File: src/hw/rimm_regs.vh
`ifndef RIMM_REGS_VH
`define RIMM_REGS_VH
// =====================================================
// Register addresses
`define RIMM_ADDR_MASK_TWO 8'h17
`define RIMM_ADDR_MODE_ONE 8'h18
`define RIMM_ADDR_MODE_TWO 8'h19
`define RIMM_ADDR_MODE_THREE 8'h1a
// =====================================================
// Field positions
`define RIMM_MASK_SLIP_BIT 0
`define RIMM_MODE3_SLIP_MSB 1
`define RIMM_MODE3_SLIP_LSB 0
// =====================================================
// Reset values
`define RIMM_RST_MASK 1'h0
`define RIMM_RST_MODE 2'h0
`define RIMM_RST_RDATA 8'h00
// =====================================================
// Mode encodings
`define RIMM_MODE_RISE 2'h0
`define RIMM_MODE_FALL 2'h1
`define RIMM_MODE_LEVEL 2'h2
// =====================================================
// Source indices in the event vector
`define RIMM_SRC_XFER 0
`define RIMM_SRC_SUBCRC 1
`define RIMM_SRC_LOCK 2
`define RIMM_SRC_SUBCHG 3
`define RIMM_SRC_BIPH 4
`define RIMM_SRC_VALID 5
`define RIMM_SRC_PARITY 6
`define RIMM_SRC_CSCRC 7
`endif

File: src/hw/rimm_irq_mask_mode.v
`timescale 1ns/1ns
`include "rimm_regs.vh"
// Summary of operation
// Mask bit enables the output slip error interrupt; reset value 0 blocks it.
// Mask register two bits 7:1 read as zero; bit 0 holds the mask.
// Mode one holds sub-code change, lock loss, sub-code CRC 2-bit trigger fields.
// Mode one bits 1:0 select buffer transfer trigger: rise, fall, level.
// Mode two holds channel status CRC, parity, validity, biphase trigger fields.
// Software never writes reserved code 11; device response is undefined.
// Slip error counts only when receiver output feeds a slave-mode serial port.
// Slip error trigger sensitivity comes from a separate third mode register.
module rimm_irq_mask_mode #(
   parameter NSRC = 8
) (
   input wire clk,
   input wire sys_rst,
   input wire regWrEn,
   input wire regRdEn,
   input wire [7:0] regAddr,
   input wire [7:0] regWrData,
   output reg [7:0] regRdData,
   input wire [NSRC-1:0] srcEvent,
   input wire outputSlipError,
   input wire portASourced,
   input wire portASlave,
   input wire portBSourced,
   input wire portBSlave,
   output reg [NSRC-1:0] srcTrig,
   output reg slipTrig
);

   // =====================================================
   // Configuration registers
   reg slipErrorIrqEnable_q;
   reg slipErrorIrqEnable_d;
   reg [7:0] modeOne_q;
   reg [7:0] modeOne_d;
   reg [7:0] modeTwo_q;
   reg [7:0] modeTwo_d;
   reg [1:0] slipErrorTriggerMode_q;
   reg [1:0] slipErrorTriggerMode_d;
   wire wrMaskTwo;
   wire wrModeOne;
   wire wrModeTwo;
   wire wrModeThree;
   wire [2*NSRC-1:0] srcModes;

   // Each source owns the 2-bit field at bits 2i+1:2i of the joined mode registers.
   assign srcModes = {modeTwo_q, modeOne_q};

   // Writes to any other address are dropped, so stray host traffic cannot disturb the modes.
   assign wrMaskTwo = regWrEn & (regAddr == `RIMM_ADDR_MASK_TWO);
   assign wrModeOne = regWrEn & (regAddr == `RIMM_ADDR_MODE_ONE);
   assign wrModeTwo = regWrEn & (regAddr == `RIMM_ADDR_MODE_TWO);
   assign wrModeThree = regWrEn & (regAddr == `RIMM_ADDR_MODE_THREE);

   // slip mask write
   always @* begin
      slipErrorIrqEnable_d = slipErrorIrqEnable_q;
      if (wrMaskTwo) begin
         slipErrorIrqEnable_d = regWrData[`RIMM_MASK_SLIP_BIT];
      end
   end

   always @(posedge clk) begin
      if (sys_rst) begin
         slipErrorIrqEnable_q <= `RIMM_RST_MASK;
      end else begin
         slipErrorIrqEnable_q <= slipErrorIrqEnable_d;
      end
   end

   // mode one fields
   always @* begin
      modeOne_d = modeOne_q;
      if (wrModeOne) begin
         modeOne_d = regWrData;
      end
   end

   always @(posedge clk) begin
      if (sys_rst) begin
         modeOne_q <= {4{`RIMM_RST_MODE}};
      end else begin
         modeOne_q <= modeOne_d;
      end
   end

   // mode two fields
   always @* begin
      modeTwo_d = modeTwo_q;
      if (wrModeTwo) begin
         modeTwo_d = regWrData;
      end
   end

   always @(posedge clk) begin
      if (sys_rst) begin
         modeTwo_q <= {4{`RIMM_RST_MODE}};
      end else begin
         modeTwo_q <= modeTwo_d;
      end
   end

   // slip trigger mode
   always @* begin
      slipErrorTriggerMode_d = slipErrorTriggerMode_q;
      if (wrModeThree) begin
         slipErrorTriggerMode_d = regWrData[`RIMM_MODE3_SLIP_MSB:`RIMM_MODE3_SLIP_LSB];
      end
   end

   always @(posedge clk) begin
      if (sys_rst) begin
         slipErrorTriggerMode_q <= `RIMM_RST_MODE;
      end else begin
         slipErrorTriggerMode_q <= slipErrorTriggerMode_d;
      end
   end

   // =====================================================
   // Read-back
   // The read value holds between reads, so the host may pick it up late.
   reg [7:0] regRdData_d;

   always @* begin
      regRdData_d = regRdData;
      if (regRdEn) begin
         case (regAddr)
            // upper bits zero
            `RIMM_ADDR_MASK_TWO: regRdData_d = {7'h00, slipErrorIrqEnable_q};
            `RIMM_ADDR_MODE_ONE: regRdData_d = modeOne_q;
            `RIMM_ADDR_MODE_TWO: regRdData_d = modeTwo_q;
            `RIMM_ADDR_MODE_THREE: regRdData_d = {6'h00, slipErrorTriggerMode_q};
            default: regRdData_d = `RIMM_RST_RDATA;
         endcase
      end
   end

   always @(posedge clk) begin
      if (sys_rst) begin
         regRdData <= `RIMM_RST_RDATA;
      end else begin
         regRdData <= regRdData_d;
      end
   end

   // =====================================================
   // Event history
   // The previous samples follow the inputs even in reset, so a source that is already
   // high when reset ends is not mistaken for a fresh rising edge.
   reg [NSRC-1:0] srcPrev_q;
   reg slipPrev_q;

   always @(posedge clk) begin
      srcPrev_q <= srcEvent;
      slipPrev_q <= outputSlipError;
   end

   // =====================================================
   // Trigger detection per source
   // The reserved code raises nothing, so a stray write cannot flood the receiver interrupt.
   wire [NSRC-1:0] srcTrig_d;
   genvar i;

   generate
      for (i = 0; i < NSRC; i = i + 1) begin : gSrc
         reg trigBit_d;
         wire [1:0] fieldMode;
         assign fieldMode = srcModes[2*i+1:2*i];
         // edge or level
         always @* begin
            case (fieldMode)
               `RIMM_MODE_RISE: trigBit_d = srcEvent[i] & ~srcPrev_q[i];
               `RIMM_MODE_FALL: trigBit_d = ~srcEvent[i] & srcPrev_q[i];
               `RIMM_MODE_LEVEL: trigBit_d = srcEvent[i];
               default: trigBit_d = 1'b0;
            endcase
         end
         assign srcTrig_d[i] = trigBit_d;
      end
   endgenerate

   always @(posedge clk) begin
      if (sys_rst) begin
         srcTrig <= {NSRC{1'b0}};
      end else begin
         srcTrig <= srcTrig_d;
      end
   end

   // =====================================================
   // Output slip error path
   reg slipEdge_d;
   wire slipQualified;
   wire slipTrig_d;

   // slave port qualifies
   // Port A decides whenever it is fed; port B only counts when port A is not fed.
   assign slipQualified = portASourced ? portASlave : (portBSourced & portBSlave);

   // selected sensitivity
   always @* begin
      case (slipErrorTriggerMode_q)
         `RIMM_MODE_RISE: slipEdge_d = outputSlipError & ~slipPrev_q;
         `RIMM_MODE_FALL: slipEdge_d = ~outputSlipError & slipPrev_q;
         `RIMM_MODE_LEVEL: slipEdge_d = outputSlipError;
         default: slipEdge_d = 1'b0;
      endcase
   end

   // mask gates trigger
   // A cleared mask holds the trigger low whatever the sensitivity.
   assign slipTrig_d = slipEdge_d & slipErrorIrqEnable_q & slipQualified;

   always @(posedge clk) begin
      if (sys_rst) begin
         slipTrig <= 1'b0;
      end else begin
         slipTrig <= slipTrig_d;
      end
   end

endmodule // rimm_irq_mask_mode

File: config.mk
export PLATFORM = sky130hd
export DESIGN_NAME = rimm_irq_mask_mode
export DESIGN_NICKNAME = d
export VERILOG_FILES = /design/src/hw/rimm_irq_mask_mode.v
export VERILOG_INCLUDE_DIRS = /design/src /design/src/hw
export SDC_FILE = /design/constraint.sdc
export NUM_CORES = 1
export LEC_CHECK = 0
export BUFFER_PORTS_ARGS = -buffer_cell sky130_fd_sc_hd__buf_2
export CORE_ASPECT_RATIO = 0.8
export CORE_MARGIN = 10
export CORE_UTILIZATION = 40
export CTS_CLUSTER_SIZE = 20
export DETAILED_ROUTE_END_ITERATION = 10
export MAX_ROUTING_LAYER = met4
export PLACE_DENSITY = 0.63
export SYNTH_ARGS = -nofsm -noshare
export SYNTH_HDL_FRONTEND = slang
export SYNTH_SLANG_ARGS = --single-unit
File: constraint.sdc
create_clock -name clk -period 5.4 [get_ports clk]
set_clock_uncertainty 0.15 [all_clocks]
set_input_delay 0.27 -clock clk [delete_from_list [all_inputs] [get_ports clk]]
set_output_delay 0.27 -clock clk [all_outputs]
set_load 0.02 [all_outputs]
---- Word-level counts from Yosys, hierarchy flattened ----
Index checks and enable logic that the tools add are counted.
word-level totals
  register bits ........................... 45
  bits of input ports ..................... 33
cells by class
  reductions and logical operators ........ 9
  mux-type cells .......................... 11
  bitwise gates (word level) .............. 43
  equal/unequal tests ..................... 22
operators with widths
  kind                                                             number
  8-bit by 5-bit == test with 1-bit output, second input constant  4
  8-bit case mux with 4 select lines                               1
  1-bit case mux with 3 select lines                               9
  1-bit AND                                                        25
  2-bit by 1-bit == test with 1-bit output, second input constant  9
  2-bit == test, second input constant                             9
  2-bit logical NOT                                                9
  1-bit inverter                                                   18
  1-bit two-way mux                                                1

---- Longest topological paths before layout ----
Gate-level depths: netlist (run 1).
  depth after elaboration ................. 5
  gate-level depth with buffers ........... 5
  mapped depth without buffers ............ 4

---- Worst setup path after synthesis (run 1) ----
OpenSTA, ideal clock, no wires.
  path kind ............................... input -> register
  from .................................... in regAddr[5]
  to ...................................... reg regRdData[2]
  stages .................................. 4
  data arrival time ....................... 1696 ps
  required time ........................... 5190 ps
  path slack .............................. 3494 ps
  cell sequence ........................... or4b_4 > or3_4 > nor4b_4 > a22o_1
on the way
  word-level cells in the longest chain between the ends .. 2
  elaborated cells between the ends (all ways) .. 5
RTL lines
  what                                      line                      text
  from (decl)                               rimm_irq_mask_mode.v:19   input wire [7:0] regAddr,
  8-bit by 5-bit == test with 1-bit output  rimm_irq_mask_mode.v:129  case (regAddr)
  8-bit case mux with 4 select lines (*)    rimm_irq_mask_mode.v:129
  to (signal assigned)                      rimm_irq_mask_mode.v:142  regRdData <= `RIMM_RST_RDATA;
  to (signal assigned)                      rimm_irq_mask_mode.v:144  regRdData <= regRdData_d;
  to (decl)                                 rimm_irq_mask_mode.v:21   output reg [7:0] regRdData,
Mark *: on every way between the ends. The rest lies on a longest branch, timed or not.
A chain may end at the register's enable or synchronous reset.

---- Worst setup path after layout (run 1) ----
  from .................................... in regAddr[5]
  to ...................................... reg modeOne_q[1]
on the way
  word-level cells in the longest chain between the ends .. 2
RTL lines
  what                                      line                     text
  8-bit by 5-bit == test with 1-bit output  -
  1-bit AND                                 rimm_irq_mask_mode.v:53  assign wrModeOne = regWrEn & (regAddr == `RIMM_ADDR_MODE_ONE);
  to (signal assigned)                      rimm_irq_mask_mode.v:83  modeOne_q <= {4{`RIMM_RST_MODE}};
  to (signal assigned)                      rimm_irq_mask_mode.v:85  modeOne_q <= modeOne_d;
  to (decl)                                 rimm_irq_mask_mode.v:36  reg [7:0] modeOne_q;
Every way passes these cells.

==> results of run 1 <==
per-stage QoR:
step | std cells | util, %
6_report | 294 | 53.9
2_1_floorplan | 177 | -
3_3_place_gp | 277 | 49.1
5_1_grt | 294 | 53.9
4_1_cts | 294 | 53.9
3_5_place_dp | 277 | 49.1
metal layers:
metal | vias up | track usage, % | part of all wire (%)
li1 | 744 | - | -
met1 | 617 | 14.6 | 50
met2 | 42 | 17.4 | 42
met3 | 7 | 3.72 | 6.3
met4 | 0 | 4.03 | 1.2
met5 | - | - | 0
synth_stat cells, types with 3 or more instances:
master and n:
clkbuf_1 4, nand3b_1 12, nor2b_1 3, nand2b_1 10, a22o_1 6, nor2_1 27
nand2_1 8, mux2i_1 20, a21oi_1 11, mux2_2 6, dfxtp_1 45
worst register-to-register path, delay by kind of cell, from the launching register on:
| family | cells | cell delay, ns |
|---|---|---|
| AOI/OAI and AO/OA | 2 | 0.56 |
| DFF | 1 | 0.38 |
| and+or+nand+nor | 1 | 0.10 |
worst paths after layout:
kind	start	endpoint	slack [ns]	cells after the start
max	regAddr[5]	modeOne_q[1]	3.41	5
min	regWrData[4]	modeOne_q[4]	0.08	3
max reg2reg	modeTwo_q[0]	regRdData[0]	4.12	3
min reg2reg	regRdData[1]	regRdData[1]	0.32	2
where the power goes:
part	total [mW]	internal, mW	switching [mW]	leakage [nW]
clock network	0.260	0.151	0.109	0.0585
registers	0.339	0.338	0.00142	0.367
logic	0.0482	0.0224	0.0258	0.583
cell type report:
cell class	count	area (um2)	area share [%]
Clock buffer	7	86.3	3.74
Clock inverter	1	30.0	1.30
Multi-Input combinational cell	126	886	38.4
Sequential cell	45	901	39.0
Tap cell	57	71.3	3.09
Timing Repair Buffer	58	335	14.5
sequential cells by signal (all words and copies together) (netlist names):
name                    cells
modeTwo_q                   8
modeOne_q                   8
slipPrev_q                  1
srcTrig                     8
slipErrorIrqEnable_q        1
regRdData                   8
slipTrig                    1
srcPrev_q                   8
slipErrorTriggerMode_q      2
cells by family (layout without fill, tap and decap cells):
| group | after synthesis | after routing |
|---|---|---|
| muxes | 26 | 26 |
| AOI/OAI and AO/OA | 23 | 23 |
| and+or+nand+nor | 77 | 77 |
| buffers and inverters | 6 | 66 |
| DFF | 45 | 45 |
repair_timing:
item                                   4_1_cts  5_1_grt
hold buffers                                 9        0
gates resized for setup                      0        0
endpoints found under the hold margin        9        0
==> out/qor.log, run 1 <==
qor: run_status.run_status finished clean
qor: clock_tree.total_number_of_clock_tree_sinks 45
qor: worst_setup_path.worstSetupStartpointType input pin
qor: logic_synthesis.synth_top_family_by_area simple AND/OR/NAND/NOR gates
qor: layout.nets 269
qor: drt.drcViolationCount 0
qor: power.power.static_leakage 1.01 nW
qor: power.design_power_total 647 uW
qor: logic_synthesis.yosys.area_share.adder 0%
qor: hold_path.min-delay-path-class in -> reg
qor: sta.fmax 502 MHz
qor: logic_synthesis.post_synth_mux_area_share 14.8%
qor: worst_setup_path.path_class in -> reg
qor: floorplanning.fp.dieW 95.2 um
qor: drt.number_of_design_rule_violations_left_by_the_first_detailed_router_iteration 77
qor: layout.design_area 2310 um2
qor: drt.via_count 1410
qor: global_routing.grt_first_pass_wirelength 7010 um
qor: worst_setup_path.worstPathMaxFanout 8
qor: floorplanning.die_area 7630 um2
qor: logic_synthesis.synth_instances 177
qor: floorplanning.floorplan.die.height 80.2 um
qor: worst_setup_path.cp_data_required_time 5.41 ns
qor: logic_synthesis.seq_area_frac_synth 49.8%
qor: clock_tree.cts_made_buffers 5
qor: logic_synthesis.post_synth_and_or_nand_nor_area_fraction 25.8%
qor: clock_tree.worst_setup_hold_path_clk_slew 0.08 ns
qor: drt.antenna_violating_nets_post_route 0
qor: layout.mostFrequentLayoutCell buf_2
qor: sta.tightest_slew 0.634 ns
qor: worst_setup_path.path_buf_inv 1
qor: clock_tree.ctsHtreeMaxLevel 2
qor: logic_synthesis.synth_compound_gate_area_share 8.36%
qor: clock_tree.bufs_on_longest_clock_path 2
qor: layout.post_route_cells_drive_above_1_share 29.1%
qor: placement.globalplace.congestion 0.752
qor: layout.areaGrowthSynthToFinish 27.6%
qor: layout.insertedDiodeCount 0
qor: sta.slew_headroom 57.6%
qor: sta.fin_ws 3.41 ns
qor: worst_setup_path.timing.critical_path.cells buf_2 -> nor4b_2 -> nand4b_1 -> mux2i_1 -> nor2_1
qor: worst_setup_path.path_delay_family simple AND/OR/NAND/NOR gates
qor: logic_synthesis.synth_area_leaders dfxtp_1 (50%), mux2i_1 (11%), nor2_1 (5.6%), nand3b_1 (5.0%), mux2_2 (3.7%)
qor: clock_tree.clock-root-buffer clkbuf_8
qor: floorplanning.effective_utilization_at_floorplan 42.3%
qor: drt.drt_pre_antenna_iters 4
qor: worst_setup_path.worstPathArrival 2.00 ns
qor: logic_synthesis.synth_cell_type_count 32
qor: floorplanning.std_cell_rows 21
qor: worst_setup_path.cpPeakStageDelay 0.64 ns
qor: logic_synthesis.syn-cell-area 1810 um2
qor: sta.count_of_final_hold_check_violations 0
qor: drt.wirelength 4100 um
qor: logic_synthesis.synth.largest_area_cell dfxtp_1
qor: logic_synthesis.synth_xor_xnor_area_share 0%
qor: drt.route.detailed.vias_per_inst 4.80
qor: global_routing.number_of_antenna_violations_at_the_first_check_in_global_routing 0
qor: floorplanning.ioPinCount 50
qor: worst_setup_path.cpMaxStageDelayCell nand4b_1
qor: clock_tree.cts_setup_buffers 0
qor: clock_tree.tritoncts_clock_tree yes
qor: global_routing.vias_in_the_first_global_route 1471
qor: global_routing.gr-total-overflow 0
qor: sta.fin_worst_hold_slack 0.0766 ns
qor: logic_synthesis.synth_top_area_share 49.8%
qor: sta.fin_crit_share 36.9%
qor: power.irDropWorstVdd 0.144 mV
qor: logic_synthesis.total_of_flip_flops_plus_latches_after_synthesis 45
qor: logic_synthesis.ys.flop_type dfxtp_1
qor: layout.final_cell_mix buf_2 (49), dfxtp_1 (45), nor2_1 (27), mux2i_1 (20), nand3b_1 (12)
qor: clock_tree.clkLatencyLatePin 0.29 ns
qor: drt.post_drt_wl_per_cell 13.9 um
qor: global_routing.grt_max_degree 33
qor: placement.detailedPlace.worstSlack 3.08 ns
qor: logic_synthesis.synthesis.nets 210
qor: logic_synthesis.yosysWarnings 0
qor: sta.period_minus_slack 1.99 ns
qor: sta.fin_setup_tns 0 ns
qor: placement.placed_cell_area 2100 um2
qor: job.max_cap_violations 0
qor: logic_synthesis.synthesis.area_per_instance 10.2 um2
qor: sta.rsz0062_at_grt no
qor: sta.slew_viol_final 0
qor: sta.setup_viol_count_final 0
qor: placement.placement.io_buffers 49
qor: layout.fill_cells 397
qor: logic_synthesis.synth_edf_count 0
qor: global_routing.tot_gr_track_use 11.7%
qor: power.cellPowerDensity 280 nW/um2
qor: floorplanning.core_region_area 4280 um2
qor: placement.detailedPlacementHpwl 2970 um
qor: logic_synthesis.async_reset_ff_share 0%
qor: worst_setup_path.endpoint_kind register
No activity file was read; power rests on OpenSTA's default activity.
==> inputs of run 2 (changes only) <==
Clock period 5.4 ns to 2.06 ns, I/O delays scaled along.
==> out/qor.log, run 2 (synthesis results as in run 1) <==
qor: worst_setup_path.worstSetupStartpointType input pin
qor: floorplanning.die_area 7630 um2
qor: drt.drt_pre_antenna_iters 4
qor: clock_tree.bufs_on_longest_clock_path 2
qor: clock_tree.tritoncts_clock_tree yes
qor: power.clockPowerShare 36.1%
qor: clock_tree.worst_setup_hold_path_clk_slew 0.08 ns
qor: floorplanning.floorplan.die.height 80.2 um
qor: global_routing.gr-usage-met3 3.62%
qor: power.power_switching 382 uW
qor: layout.insertedDiodeCount 0
qor: clock_tree.ctsHtreeMaxLevel 2
qor: drt.number_of_design_rule_violations_left_by_the_first_detailed_router_iteration 56
qor: drt.via_count 1502
qor: clock_tree.cts_setup_buffers 0
qor: placement.globalplace.congestion 0.825
qor: layout.mostFrequentLayoutCell buf_2
qor: worst_setup_path.crit-reg2reg-launch slipErrorTriggerMode_q[0]
qor: floorplanning.ioPinCount 50
qor: power.power.static_leakage 1.06 nW
qor: clock_tree.total_number_of_clock_tree_sinks 45
qor: global_routing.number_of_antenna_violations_at_the_first_check_in_global_routing 0
qor: global_routing.gr-max-usage-layer met2
qor: power.combPwrFrac 8.9%
qor: layout.areaGrowthSynthToFinish 33.9%
qor: power.cellPowerDensity 667 nW/um2
qor: worst_setup_path.endpoint_kind register
qor: power.irDropWorstVdd 0.433 mV
qor: global_routing.met2_usage 16.9%
qor: hold_path.min-delay-path-class in -> reg
qor: floorplanning.std_cell_rows 21
qor: run_status.run_status finished clean
qor: placement.placement.io_buffers 49
qor: global_routing.grt_first_pass_wirelength 7190 um
qor: power.internal-power 1.23 mW
qor: sta.fin_crit_share 81.7%
qor: floorplanning.fp.dieW 95.2 um
qor: sta.count_of_final_hold_check_violations 0
qor: power.switching_share 23.6%
qor: clock_tree.cts_made_buffers 5
qor: sta.period_minus_slack 1.68 ns
qor: global_routing.gr-total-overflow 0
qor: global_routing.vias_in_the_first_global_route 1491
qor: drt.drcViolationCount 0
qor: global_routing.grt_max_degree 33
qor: worst_setup_path.worstPathArrival 1.77 ns
qor: placement.detailedPlacementHpwl 3080 um
qor: sta.fin_setup_tns 0 ns
qor: sta.slew_headroom 59.1%
qor: sta.setup_viol_count_final 0
qor: worst_setup_path.path_class in -> reg
qor: worst_setup_path.worstPathMaxFanout 6
qor: layout.nets 283
qor: drt.route.detailed.vias_per_inst 4.88
qor: layout.post_route_cells_drive_above_1_share 29.1%
qor: layout.final_cell_mix buf_2 (49), dfxtp_1 (45), nor2_1 (27), mux2i_1 (20), dlygate4sd3_1 (20)
qor: sta.slew_viol_final 0
qor: placement.dp_cells 280
qor: floorplanning.core_region_area 4280 um2
qor: floorplanning.effective_utilization_at_floorplan 42.3%
qor: drt.wirelength 4250 um
qor: power.design_power_total 1.62 mW
qor: worst_setup_path.crit_path_start regAddr[5]
qor: sta.fmax 594 MHz
qor: sta.tightest_slew 0.613 ns
qor: layout.fill_cells 390
qor: layout.design_area 2420 um2
qor: job.max_cap_violations 0
qor: drt.post_drt_wl_per_cell 13.8 um
qor: drt.antenna_violating_nets_post_route 0
qor: power.power_frac_seq 55.0%
qor: placement.placed_cell_area 2130 um2
qor: global_routing.tot_gr_track_use 12.0%
qor: layout.instances_no_fill 308
qor: worst_setup_path.cp_data_required_time 2.15 ns
qor: global_routing.groute.layer.met1.usage 15.8%
qor: clock_tree.clock-root-buffer clkbuf_8
qor: hold_path.hold_path_startpoint regWrEn
qor: clock_tree.clkLatencyLatePin 0.30 ns
qor: sta.rsz0062_at_grt no
[run 2: power groups by stage]
stage,Sequential (mW),Clock [mW],Combinational (mW)
floorplan,0.917,0,0.0459
global placement,0.909,0,0.114
CTS,0.889,0.603,0.145
finish,0.889,0.584,0.144
detailed placement,0.909,0,0.115
global route,0.891,0.648,0.159
[run 2: routing by layer]
metal | vias up | routed length (um)
li1 | 777 | -
met3 | 8 | 207
met5 | - | 0
met1 | 686 | 2120
met2 | 31 | 1860
met4 | 0 | 57
[run 2: layout make-up]
class,instances,area (um2),area share [%]
tap,57,71.3,2.94
clock inverter,2,16.3,0.671
sequential,45,901,37.2
timing repair buffer,72,468,19.3
clock buffer,6,82.6,3.41
multi-input combinational,126,886,36.5
[run 2: stage by stage]
stage                     hold WS [ns]  setup slack, ns  utilization, %
final                           0.0392            0.377            56.6
after global routing            0.0672            0.310            56.6
after CTS                       0.0331            0.376            56.6
after detailed placement        0.0828           0.0616            49.6
after global placement          0.0809           0.0930            49.6
after floorplan                -0.0193            0.321               -
[run 2: path summary, 6_finish.rpt]
| check | endpoint | slack, ns | cells after the start |
|---|---|---|---|
| hold / removal | slipErrorIrqEnable_q | 0.04 | 4 |
| setup / recovery | regRdData[3] | 0.38 | 5 |
| hold reg to reg | regRdData[1] | 0.32 | 2 |
| setup reg to reg | regRdData[0] | 0.76 | 3 |
[run 2: critical path: stages]
cell and delay [ns]:
buf_2 0.11, or4b_4 0.55, or3_4 0.39, nor4b_4 0.43, a22o_1 0.19
[run 2: what timing repair did]
action	in CTS	in global routing
hold endpoints to repair	38	0
hold buffers	20	0
resized for setup	0	0
setup endpoints to repair	0	0
